<file path="config.mk">
export PLATFORM = sky130hd
export DESIGN_NAME = ssc_strap_top
export DESIGN_NICKNAME = d
export VERILOG_FILES = /design/src/verilog/ssc_pkg.sv /design/src/verilog/ssc_cfg_if.sv /design/src/verilog/ssc_seq.sv /design/src/verilog/ssc_strap_top.sv
export VERILOG_INCLUDE_DIRS = /design/src /design/src/verilog
export SDC_FILE = /design/constraint.sdc
export NUM_CORES = 1
export LEC_CHECK = 0
export ABC_CLOCK_PERIOD_IN_PS = 2500
export BUFFER_PORTS_ARGS = -buffer_cell sky130_fd_sc_hd__buf_2
export CORE_UTILIZATION = 55
export CTS_CLUSTER_SIZE = 24
export DETAILED_ROUTE_END_ITERATION = 7
export GPL_TIMING_DRIVEN = 0
export PLACE_DENSITY = 0.82
export SLEW_MARGIN = 20
export SYNTH_ARGS = -nofsm -noshare
export SYNTH_HDL_FRONTEND = slang
export SYNTH_SLANG_ARGS = --single-unit
</file>
<file path="constraint.sdc">
create_clock -name pclk -period 2.5 [get_ports pclk]
set_input_delay 0.5 -clock pclk [delete_from_list [all_inputs] [get_ports pclk]]
set_output_delay 0.5 -clock pclk [all_outputs]
set_load 0.02 [all_outputs]
</file>
<file path="src/verilog/ssc_defines.svh">
// Register indices, field positions, reset values and timing counts of the strap loader
`ifndef SSC_DEFINES_SVH
`define SSC_DEFINES_SVH
// Register indices; byte address is four times the index
`define SSC_IDX_BMC 6'h00
`define SSC_IDX_ADV 6'h04
`define SSC_IDX_STRAP 6'h09
`define SSC_IDX_LED 6'h18
`define SSC_IDX_XOVER 6'h19
// Strap register field positions
`define SSC_STRAP_DONE 15
`define SSC_STRAP_XOVER 14
`define SSC_STRAP_NEGEN 13
`define SSC_STRAP_MODE_HI 12
`define SSC_STRAP_MODE_LO 11
`define SSC_STRAP_LED 10
`define SSC_STRAP_KEEP 16'hFC00
// Basic mode control field positions
`define SSC_BMC_SPEED 13
`define SSC_BMC_NEGEN 12
`define SSC_BMC_DUPLEX 8
// Advertisement field positions (100 full down to 10 half)
`define SSC_ADV_HI 8
`define SSC_ADV_LO 5
`define SSC_ADV_SELECTOR 16'h0001
// Crossover control and LED control field positions
`define SSC_XOVER_AUTO 15
`define SSC_LED_MODE_HI 6
`define SSC_LED_MODE_LO 5
// Reset values
`define SSC_RST_STRAP 16'h7C00
`define SSC_RST_BMC 16'h3100
`define SSC_RST_ADV 16'h01E1
`define SSC_RST_XOVER 16'h8000
`define SSC_RST_LED 16'h0000
// LED scheme encodings on the scheme output
`define SSC_LED_SCHEME_1 2'h1
`define SSC_LED_SCHEME_2 2'h2
`define SSC_LED_SCHEME_3 2'h3
// Length of the internal reset pulse in pclk cycles
`define SSC_PULSE_CYC 4
`endif

</file>
<file path="src/verilog/ssc_pkg.sv">
// Types shared by the strap loader modules
package ssc_pkg;
    // Loader sequence, Gray coded along wait -> pulse -> run
    typedef enum logic [1:0] {
        SSC_WAIT = 2'h0,
        SSC_PULSE = 2'h1,
        SSC_RUN = 2'h3
    } ssc_state_t;
    // Strap values as captured: crossover, negotiation, mode, LED scheme
    typedef struct packed {
        logic xover;
        logic negen;
        logic [1:0] mode;
        logic led;
    } ssc_strap_t;
endpackage : ssc_pkg

</file>
<file path="src/verilog/ssc_cfg_if.sv">
// Link between the register file and the reset-pulse sequencer
`timescale 1ns/10ps
`default_nettype none
interface ssc_cfg_if;
    import ssc_pkg::*;
    logic done_rise; // Completion bit went from 0 to 1
    logic capture; // Internal reset pulse, straps load while high
    logic ready; // Internal reset sequence finished
    ssc_strap_t strap; // Live strap register contents
    logic [15:0] bmc_load; // Decoded basic mode control default
    logic [15:0] adv_load; // Decoded advertisement default
    modport regs (output done_rise, output strap, input capture, input ready,
        input bmc_load, input adv_load);
    modport seq (input done_rise, input strap, output capture, output ready,
        output bmc_load, output adv_load);
endinterface : ssc_cfg_if
`default_nettype wire

</file>
<file path="src/verilog/ssc_seq.sv">
// Internal reset pulse sequencer and strap decoder
`timescale 1ns/10ps
`default_nettype none
`include "ssc_defines.svh"
module ssc_seq import ssc_pkg::*; #(
    parameter int PULSE_CYC = `SSC_PULSE_CYC
) (
    input wire logic pclk,
    input wire logic presetn,
    ssc_cfg_if.seq cfg
);
    // A zero-length pulse would never load the straps
    if (PULSE_CYC < 1 || PULSE_CYC > 255) begin : g_chk
        $error("ssc_seq: PULSE_CYC out of range");
    end
    ssc_state_t state_ff; // Sequence state
    ssc_state_t nxt_state; // Next state
    logic [7:0] cnt_ff; // Cycles left in the pulse
    logic [7:0] nxt_cnt; // Next count
    logic ready_ff; // Sequence complete
    logic nxt_ready; // Next ready
    // Forced speed/duplex or advertised abilities from the straps
    function automatic logic [15:0] bmc_of(input ssc_strap_t s);
        logic [15:0] v;
        v = 16'h0000;
        v[`SSC_BMC_NEGEN] = s.negen;
        v[`SSC_BMC_SPEED] = s.negen | s.mode[1];
        v[`SSC_BMC_DUPLEX] = s.negen | s.mode[0];
        return v;
    endfunction : bmc_of
    function automatic logic [15:0] adv_of(input ssc_strap_t s);
        logic [15:0] v;
        v = `SSC_ADV_SELECTOR;
        case (s.mode)
            2'h0: v[`SSC_ADV_HI:`SSC_ADV_LO] = 4'h3; // 10 half and full
            2'h1: v[`SSC_ADV_HI:`SSC_ADV_LO] = 4'hC; // 100 half and full
            2'h2: v[`SSC_ADV_HI:`SSC_ADV_LO] = 4'h5; // 10 half plus 100 half
            default: v[`SSC_ADV_HI:`SSC_ADV_LO] = 4'hF; // All abilities
        endcase
        return v;
    endfunction : adv_of
    assign cfg.bmc_load = bmc_of(cfg.strap);
    assign cfg.adv_load = adv_of(cfg.strap);
    assign cfg.capture = (state_ff == SSC_PULSE);
    assign cfg.ready = ready_ff;
    // Next-state logic; a fresh completion write reruns the pulse
    always_comb begin
        nxt_state = state_ff;
        nxt_cnt = cnt_ff;
        nxt_ready = ready_ff;
        case (state_ff)
            SSC_WAIT, SSC_RUN: begin
                if (cfg.done_rise) begin
                    nxt_state = SSC_PULSE;
                    nxt_cnt = 8'(PULSE_CYC - 1);
                    nxt_ready = 1'b0;
                end
            end
            SSC_PULSE: begin
                if (cnt_ff == 8'h00) begin
                    nxt_state = SSC_RUN;
                    nxt_ready = 1'b1;
                end else begin
                    nxt_cnt = cnt_ff - 8'h01;
                end
            end
            default: nxt_state = SSC_WAIT;
        endcase
    end
    // State registers
    always_ff @(posedge pclk or negedge presetn) begin
        if (!presetn) begin
            state_ff <= SSC_WAIT;
            cnt_ff <= 8'h00;
            ready_ff <= 1'b0;
        end else begin
            state_ff <= nxt_state;
            cnt_ff <= nxt_cnt;
            ready_ff <= nxt_ready;
        end
    end
endmodule : ssc_seq
`default_nettype wire

</file>
<file path="src/verilog/ssc_strap_top.sv">
// Software strap register, APB slave and captured configuration registers
//
// Summary of operation
// - Strap register replaces pin straps at reset
// - Completion set fires pulse that captures straps
// - Completion resets 0; sequence finishes after 1
// - Crossover strap defaults 1, 1 enables auto
// - Crossover strap loads crossover control bit 15
// - Negotiation strap defaults 1; 0 forces mode
// - Forced mode codes select speed and duplex
// - Negotiation codes 00 through 11 advertise sets
// - Decoded straps load mode control and advertisement
// - LED strap 1 scheme1; 0 scheme from LED bits
// - LED strap latched at capture sets scheme
//
// The APB interface to the registers was chosen for this implementation.
`timescale 1ns/10ps
`default_nettype none
`include "ssc_defines.svh"
module ssc_strap_top import ssc_pkg::*; #(
    parameter int PULSE_CYC = `SSC_PULSE_CYC,
    parameter int ADDR_W = 8
) (
    input wire logic pclk,
    input wire logic presetn,
    input wire logic psel,
    input wire logic penable,
    input wire logic pwrite,
    input wire logic [ADDR_W-1:0] paddr,
    input wire logic [31:0] pwdata,
    input wire logic [3:0] pstrb,
    output logic [31:0] prdata,
    output logic pready,
    output logic pslverr,
    output logic strap_setup_complete,
    output logic phy_reset_busy,
    output logic config_ready,
    output logic crossover_auto_enable,
    output logic negotiation_enable,
    output logic speed_100,
    output logic full_duplex,
    output logic [3:0] advert_abilities,
    output logic [1:0] led_scheme_sel
);
    // The hit decode reads paddr bits 7:2, so 8 bits at least
    if (ADDR_W < 8 || ADDR_W > 32) begin : g_chk
        $error("ssc_strap_top: ADDR_W out of range");
    end

    ssc_cfg_if cfg (); // Link to the pulse sequencer

    // Stored registers
    logic [15:0] strap_ff; // Strap register, bits 15:10 held
    logic [15:0] bmc_ff; // Basic mode control
    logic [15:0] adv_ff; // Advertisement
    logic [15:0] xover_ff; // Crossover control
    logic [15:0] led_ff; // LED control
    logic led_latched_ff; // LED strap captured at the pulse
    logic [31:0] prdata_ff; // Read data, loaded in the setup phase
    logic [1:0] led_sel_ff; // Active LED scheme
    logic [15:0] nxt_strap; // Next strap register
    logic [15:0] nxt_bmc; // Next basic mode control
    logic [15:0] nxt_adv; // Next advertisement
    logic [15:0] nxt_xover; // Next crossover control
    logic [15:0] nxt_led; // Next LED control
    logic nxt_led_latched; // Next latched LED strap
    logic [1:0] nxt_led_sel; // Next LED scheme

    // Decode helper used for every register hit
    function automatic logic hit(input logic [ADDR_W-1:0] a, input logic [5:0] idx);
        return (a[7:2] == idx) && (a[1:0] == 2'h0);
    endfunction : hit

    // Bus decode
    wire logic setup_ph = psel & ~penable; // First cycle of a transfer
    wire logic access_ph = psel & penable; // Second cycle, always ready
    wire logic hit_bmc = hit(paddr, `SSC_IDX_BMC);
    wire logic hit_adv = hit(paddr, `SSC_IDX_ADV);
    wire logic hit_strap = hit(paddr, `SSC_IDX_STRAP);
    wire logic hit_led = hit(paddr, `SSC_IDX_LED);
    wire logic hit_xover = hit(paddr, `SSC_IDX_XOVER);
    wire logic hit_any = hit_bmc | hit_adv | hit_strap | hit_led | hit_xover;
    wire logic high_bits_ok = ((paddr >> 8) == '0); // Every bit above the decode must be 0
    wire logic mapped = hit_any & high_bits_ok;
    // Registers are 16 bits wide, so only the two low byte lanes matter
    wire logic wr_en = access_ph & pwrite & mapped & (pstrb[1:0] != 2'h0);
    wire logic [15:0] wmask = {{8{pstrb[1]}}, {8{pstrb[0]}}};
    wire logic [15:0] wdata = pwdata[15:0];

    // Zero wait states; unmapped addresses answer with an error
    assign pready = 1'b1;
    assign pslverr = access_ph & ~mapped;
    assign prdata = prdata_ff;

    // Masked update of a 16-bit register
    function automatic logic [15:0] merge(input logic [15:0] old, input logic [15:0] nw,
        input logic [15:0] m);
        return (old & ~m) | (nw & m);
    endfunction : merge

    // Completion going 0 -> 1 starts the internal reset pulse
    wire logic done_wr = wr_en & hit_strap & pstrb[1];
    wire logic done_new = wdata[`SSC_STRAP_DONE];
    assign cfg.done_rise = done_wr & done_new & ~strap_ff[`SSC_STRAP_DONE];

    // Live strap values handed to the decoder
    assign cfg.strap.xover = strap_ff[`SSC_STRAP_XOVER];
    assign cfg.strap.negen = strap_ff[`SSC_STRAP_NEGEN];
    assign cfg.strap.mode = strap_ff[`SSC_STRAP_MODE_HI:`SSC_STRAP_MODE_LO];
    assign cfg.strap.led = strap_ff[`SSC_STRAP_LED];

    // Strap register: bits 9:0 are not held here and read zero
    always_comb begin
        nxt_strap = strap_ff;
        if (wr_en && hit_strap) begin
            nxt_strap = merge(strap_ff, wdata, wmask) & `SSC_STRAP_KEEP;
        end
    end

    // Configuration registers: the pulse loads the decoded straps and wins
    // over a software write in the same cycle
    always_comb begin
        nxt_bmc = bmc_ff;
        nxt_adv = adv_ff;
        nxt_xover = xover_ff;
        nxt_led = led_ff;
        nxt_led_latched = led_latched_ff;
        if (wr_en && hit_bmc) begin
            nxt_bmc = merge(bmc_ff, wdata, wmask);
        end
        if (wr_en && hit_adv) begin
            nxt_adv = merge(adv_ff, wdata, wmask);
        end
        if (wr_en && hit_xover) begin
            nxt_xover = merge(xover_ff, wdata, wmask);
        end
        if (wr_en && hit_led) begin
            nxt_led = merge(led_ff, wdata, wmask);
        end
        if (cfg.capture) begin
            nxt_bmc = cfg.bmc_load;
            nxt_adv = cfg.adv_load;
            nxt_xover[`SSC_XOVER_AUTO] = cfg.strap.xover;
            nxt_led_latched = cfg.strap.led;
        end
    end

    // LED scheme: latched strap 1 gives scheme 1, else LED control picks 2 or 3
    wire logic led_pick3 = nxt_led[`SSC_LED_MODE_LO] | nxt_led[`SSC_LED_MODE_HI];
    always_comb begin
        if (nxt_led_latched) begin
            nxt_led_sel = `SSC_LED_SCHEME_1;
        end else if (led_pick3) begin
            nxt_led_sel = `SSC_LED_SCHEME_3;
        end else begin
            nxt_led_sel = `SSC_LED_SCHEME_2;
        end
    end

    // Read mux, evaluated in the setup phase so data is ready at access
    wire logic [15:0] rd_word =
        hit_bmc ? bmc_ff :
        hit_adv ? adv_ff :
        hit_strap ? strap_ff :
        hit_led ? led_ff :
        hit_xover ? xover_ff : 16'h0000;

    // Strap register flops; completion resets to 0 and the straps to 1
    always_ff @(posedge pclk or negedge presetn) begin
        if (!presetn) begin
            strap_ff <= `SSC_RST_STRAP;
        end else begin
            strap_ff <= nxt_strap;
        end
    end

    // Configuration flops
    always_ff @(posedge pclk or negedge presetn) begin
        if (!presetn) begin
            bmc_ff <= `SSC_RST_BMC;
            adv_ff <= `SSC_RST_ADV;
            xover_ff <= `SSC_RST_XOVER;
            led_ff <= `SSC_RST_LED;
            led_latched_ff <= 1'b1;
            led_sel_ff <= `SSC_LED_SCHEME_1;
        end else begin
            bmc_ff <= nxt_bmc;
            adv_ff <= nxt_adv;
            xover_ff <= nxt_xover;
            led_ff <= nxt_led;
            led_latched_ff <= nxt_led_latched;
            led_sel_ff <= nxt_led_sel;
        end
    end

    // Read data register; a read that matches no index in paddr bits 7:0 returns zero
    always_ff @(posedge pclk or negedge presetn) begin
        if (!presetn) begin
            prdata_ff <= 32'h0000_0000;
        end else if (setup_ph && !pwrite) begin
            prdata_ff <= {16'h0000, rd_word};
        end
    end

    // Pulse sequencer
    ssc_seq #(
        .PULSE_CYC(PULSE_CYC)
    ) u_seq (
        .pclk(pclk),
        .presetn(presetn),
        .cfg(cfg.seq)
    );

    // Outputs, all from flops except the sequencer status decodes
    assign strap_setup_complete = strap_ff[`SSC_STRAP_DONE];
    assign phy_reset_busy = cfg.capture;
    assign config_ready = cfg.ready;
    assign crossover_auto_enable = xover_ff[`SSC_XOVER_AUTO];
    assign negotiation_enable = bmc_ff[`SSC_BMC_NEGEN];
    assign speed_100 = bmc_ff[`SSC_BMC_SPEED];
    assign full_duplex = bmc_ff[`SSC_BMC_DUPLEX];
    assign advert_abilities = adv_ff[`SSC_ADV_HI:`SSC_ADV_LO];
    assign led_scheme_sel = led_sel_ff;
endmodule : ssc_strap_top
`default_nettype wire
</file>
==> metrics <==
Tot GR Track Use between 20% and 30%; hold-fix buffers at CTS 0; CP Data Required Time around 2000 ps; fin. max-slew vios 0; Top Ports 96; Crit. End Element output pin; maxcap violations 0; H-tree levels 3; CTS Buffer Depth 2; sequential share of the synthesized area about 50%; DR pass1 iterations 7; register area 2520 um^2; global-route wire length before repair between 20 and 25 mm; Critical Path AT 1900 ps; FILL cells 713; clock transition at the registers of the reported paths ~100 ps; Iter 0 DRT Violations 275; Max VDD drop between 0.5 and 0.6 mV; post-synth cell types between 50 and 60; skew final approximately 14 ps; Post-Route WL approximately 12 mm; row count 34; count leader, synth dfrtp_1; Initial Util 57.4%; leading area contributor after synthesis dfrtp_1; Routed WL per cell approximately 18 um; Area contributors post-synth dfrtp_1, dfstp_2, mux2_2, mux2i_1, buf_4; DRC errors left 8; worst min path class in2async; cells after synthesis ~480; top cell type's share of synthesized area a little over 40%; multi-input logic area approximately 2300 um^2; EDFF count, synth 0; HPWL after DPL 8.77 mm; post-route cell area 5750 um^2; Skew-Pair Late Insertion Delay roughly 370 ps; grt ovf 0; Final nets 615; top_reg_cell synth dfrtp_1; TritonCTS clock tree yes; post-synthesis register bit count 100; Max-slew headroom between 20 and 30%; fin util roughly two thirds; CTS Buf Count 9; Die Y about 98 um; Post-DP Area 5570 um^2; FFs w/ async S/R, synth 100%; setup TNS 0 ps; commonest cells in the netlist dfrtp_1, nand2_1, mux2_2; postcts setup bufs 0; status complete, but fails checks; CTS Root Cell clkbuf_8; Startpoint Class primary input; gpl congestion slightly above 0.9; die span in x around 100 um; Leak around 0.0026 uW; die area around 9600 um^2; Final Hold Fails 0; failing checks design-rule violations; Setup-failing EPs final 0; Max Fanout on Critical Path 12; worst slew pin tran about 1100 ps; RSZ-0062 raised after global routing false; vias in the first global route between 3000 and 4000; pwr dens around 700 nW/um^2; pin count of the biggest net entering global routing 58; clock sinks 100; core area ~8800 um^2; antenna cells 0; Via density 6.04; post-route ant nets 0; share of cells above drive strength 1 ~29%; fin crit share between 90% and 100%; Area Growth Syn to Fin 13.7%; Syn. warnings 0; Mean Syn Cell Area between 10 and 15 um^2; Fmax around 0.42 GHz; crit path time final around 2400 ps; vias post-DR 4053; kind of critical path in2out; port bufs 57; Cell Area, Synth between 5000 and 6000 um^2; initial antenna violation count 0
worst paths after layout:
path / startpoint / slack (ps) / end / cells past startpoint
hold / removal: presetn / 50 / adv_ff[12] / 1
min in group pclk: pwdata[8] / 390 / register / 2
setup reg to reg: u_seq.state_ff[0] / 170 / u_seq.cnt_ff[2] / 6
max in group asynchronous: presetn / 1790 / adv_ff[0] / 2
hold reg to reg: prdata[3] / 500 / prdata[3] / 2
setup / recovery: paddr[4] / 100 / pslverr / 6
metal layers:
| metal | global-route usage (%) | share of wire, % | vias to the layer above |
|---|---|---|---|
| li1 | - | - | 1863 |
| met1 | 36.3 | 42 | 1982 |
| met2 | 43.4 | 48 | 182 |
| met3 | 4.22 | 6.6 | 26 |
| met4 | 11.9 | 2.8 | 0 |
| met5 | 0 | 0 | - |
final cells by class:
class                   count  area share, %
well taps                 108           2.35
repair buffers             58           5.55
clock buffers              11           2.46
plain buffers              46           4.64
multi-input cells         332           39.6
flip-flops and latches    100           43.9
clock inverters             5          0.762
inverters                  11          0.718
power breakdown:
group | total [uW] | switching (uW) | internal [uW]
Clock | 982 | 580 | 402
Sequential | 1880 | 114 | 1770
Combinational | 1070 | 698 | 375
per-stage QoR:
step	std cells	power [uW]	setup slack, ps	hold slack, ps
final	671	3940	100	47.0
after global routing	671	4140	34.5	61.8
after CTS	671	3950	140	52.4
after detailed placement	656	2970	-373	450
after global placement	655	2930	-374	466
after floorplan	490	2620	253	204
repair_timing:
item	CTS	global route
gates resized for setup	0	2
endpoints found under the setup margin	1	2
pin swaps	0	0
placed cells by master (no fill, tap or decap), drive strengths merged, types with 4 or more instances in the layout:
cell     Yosys  layout
a221oi       6       6
clkbuf      19      29
nand4        5       5
or3          4       4
dfstp       16      16
buf         28      86
dfrtp       84      84
conb         2      17
nand2       40      40
mux2i       25      25
and4         6       6
nor4         4       4
ha           8       8
a31oi        9       9
nor3        13      13
o211ai       7       7
o21ai       17      17
a2bb2oi      7       7
a22oi       16      16
inv         11      13
a21oi       18      18
nor2        33      33
mux2        35      35
nand3       26      26
or4          8       8
worst max-delay path, stage by stage:
cell      delay, ps
buf_2           240
clkbuf_1        400
nor3b_1         110
o21ai_0         300
and3_1          190
buf_2           160
kinds of logic after synthesis:
| group | after synthesis | synth area share (%) |
|---|---|---|
| adders and majority gates | 8 | 1.98 |
| AOI/OAI and AO/OA | 89 | 12.0 |
| muxes | 60 | 12.7 |
| and+or+nand+nor | 158 | 17.1 |
| other | 2 | 0.149 |
| DFF | 100 | 49.9 |
| buffers and inverters | 58 | 6.14 |
Note: power is estimated with default switching activity, not from simulation.
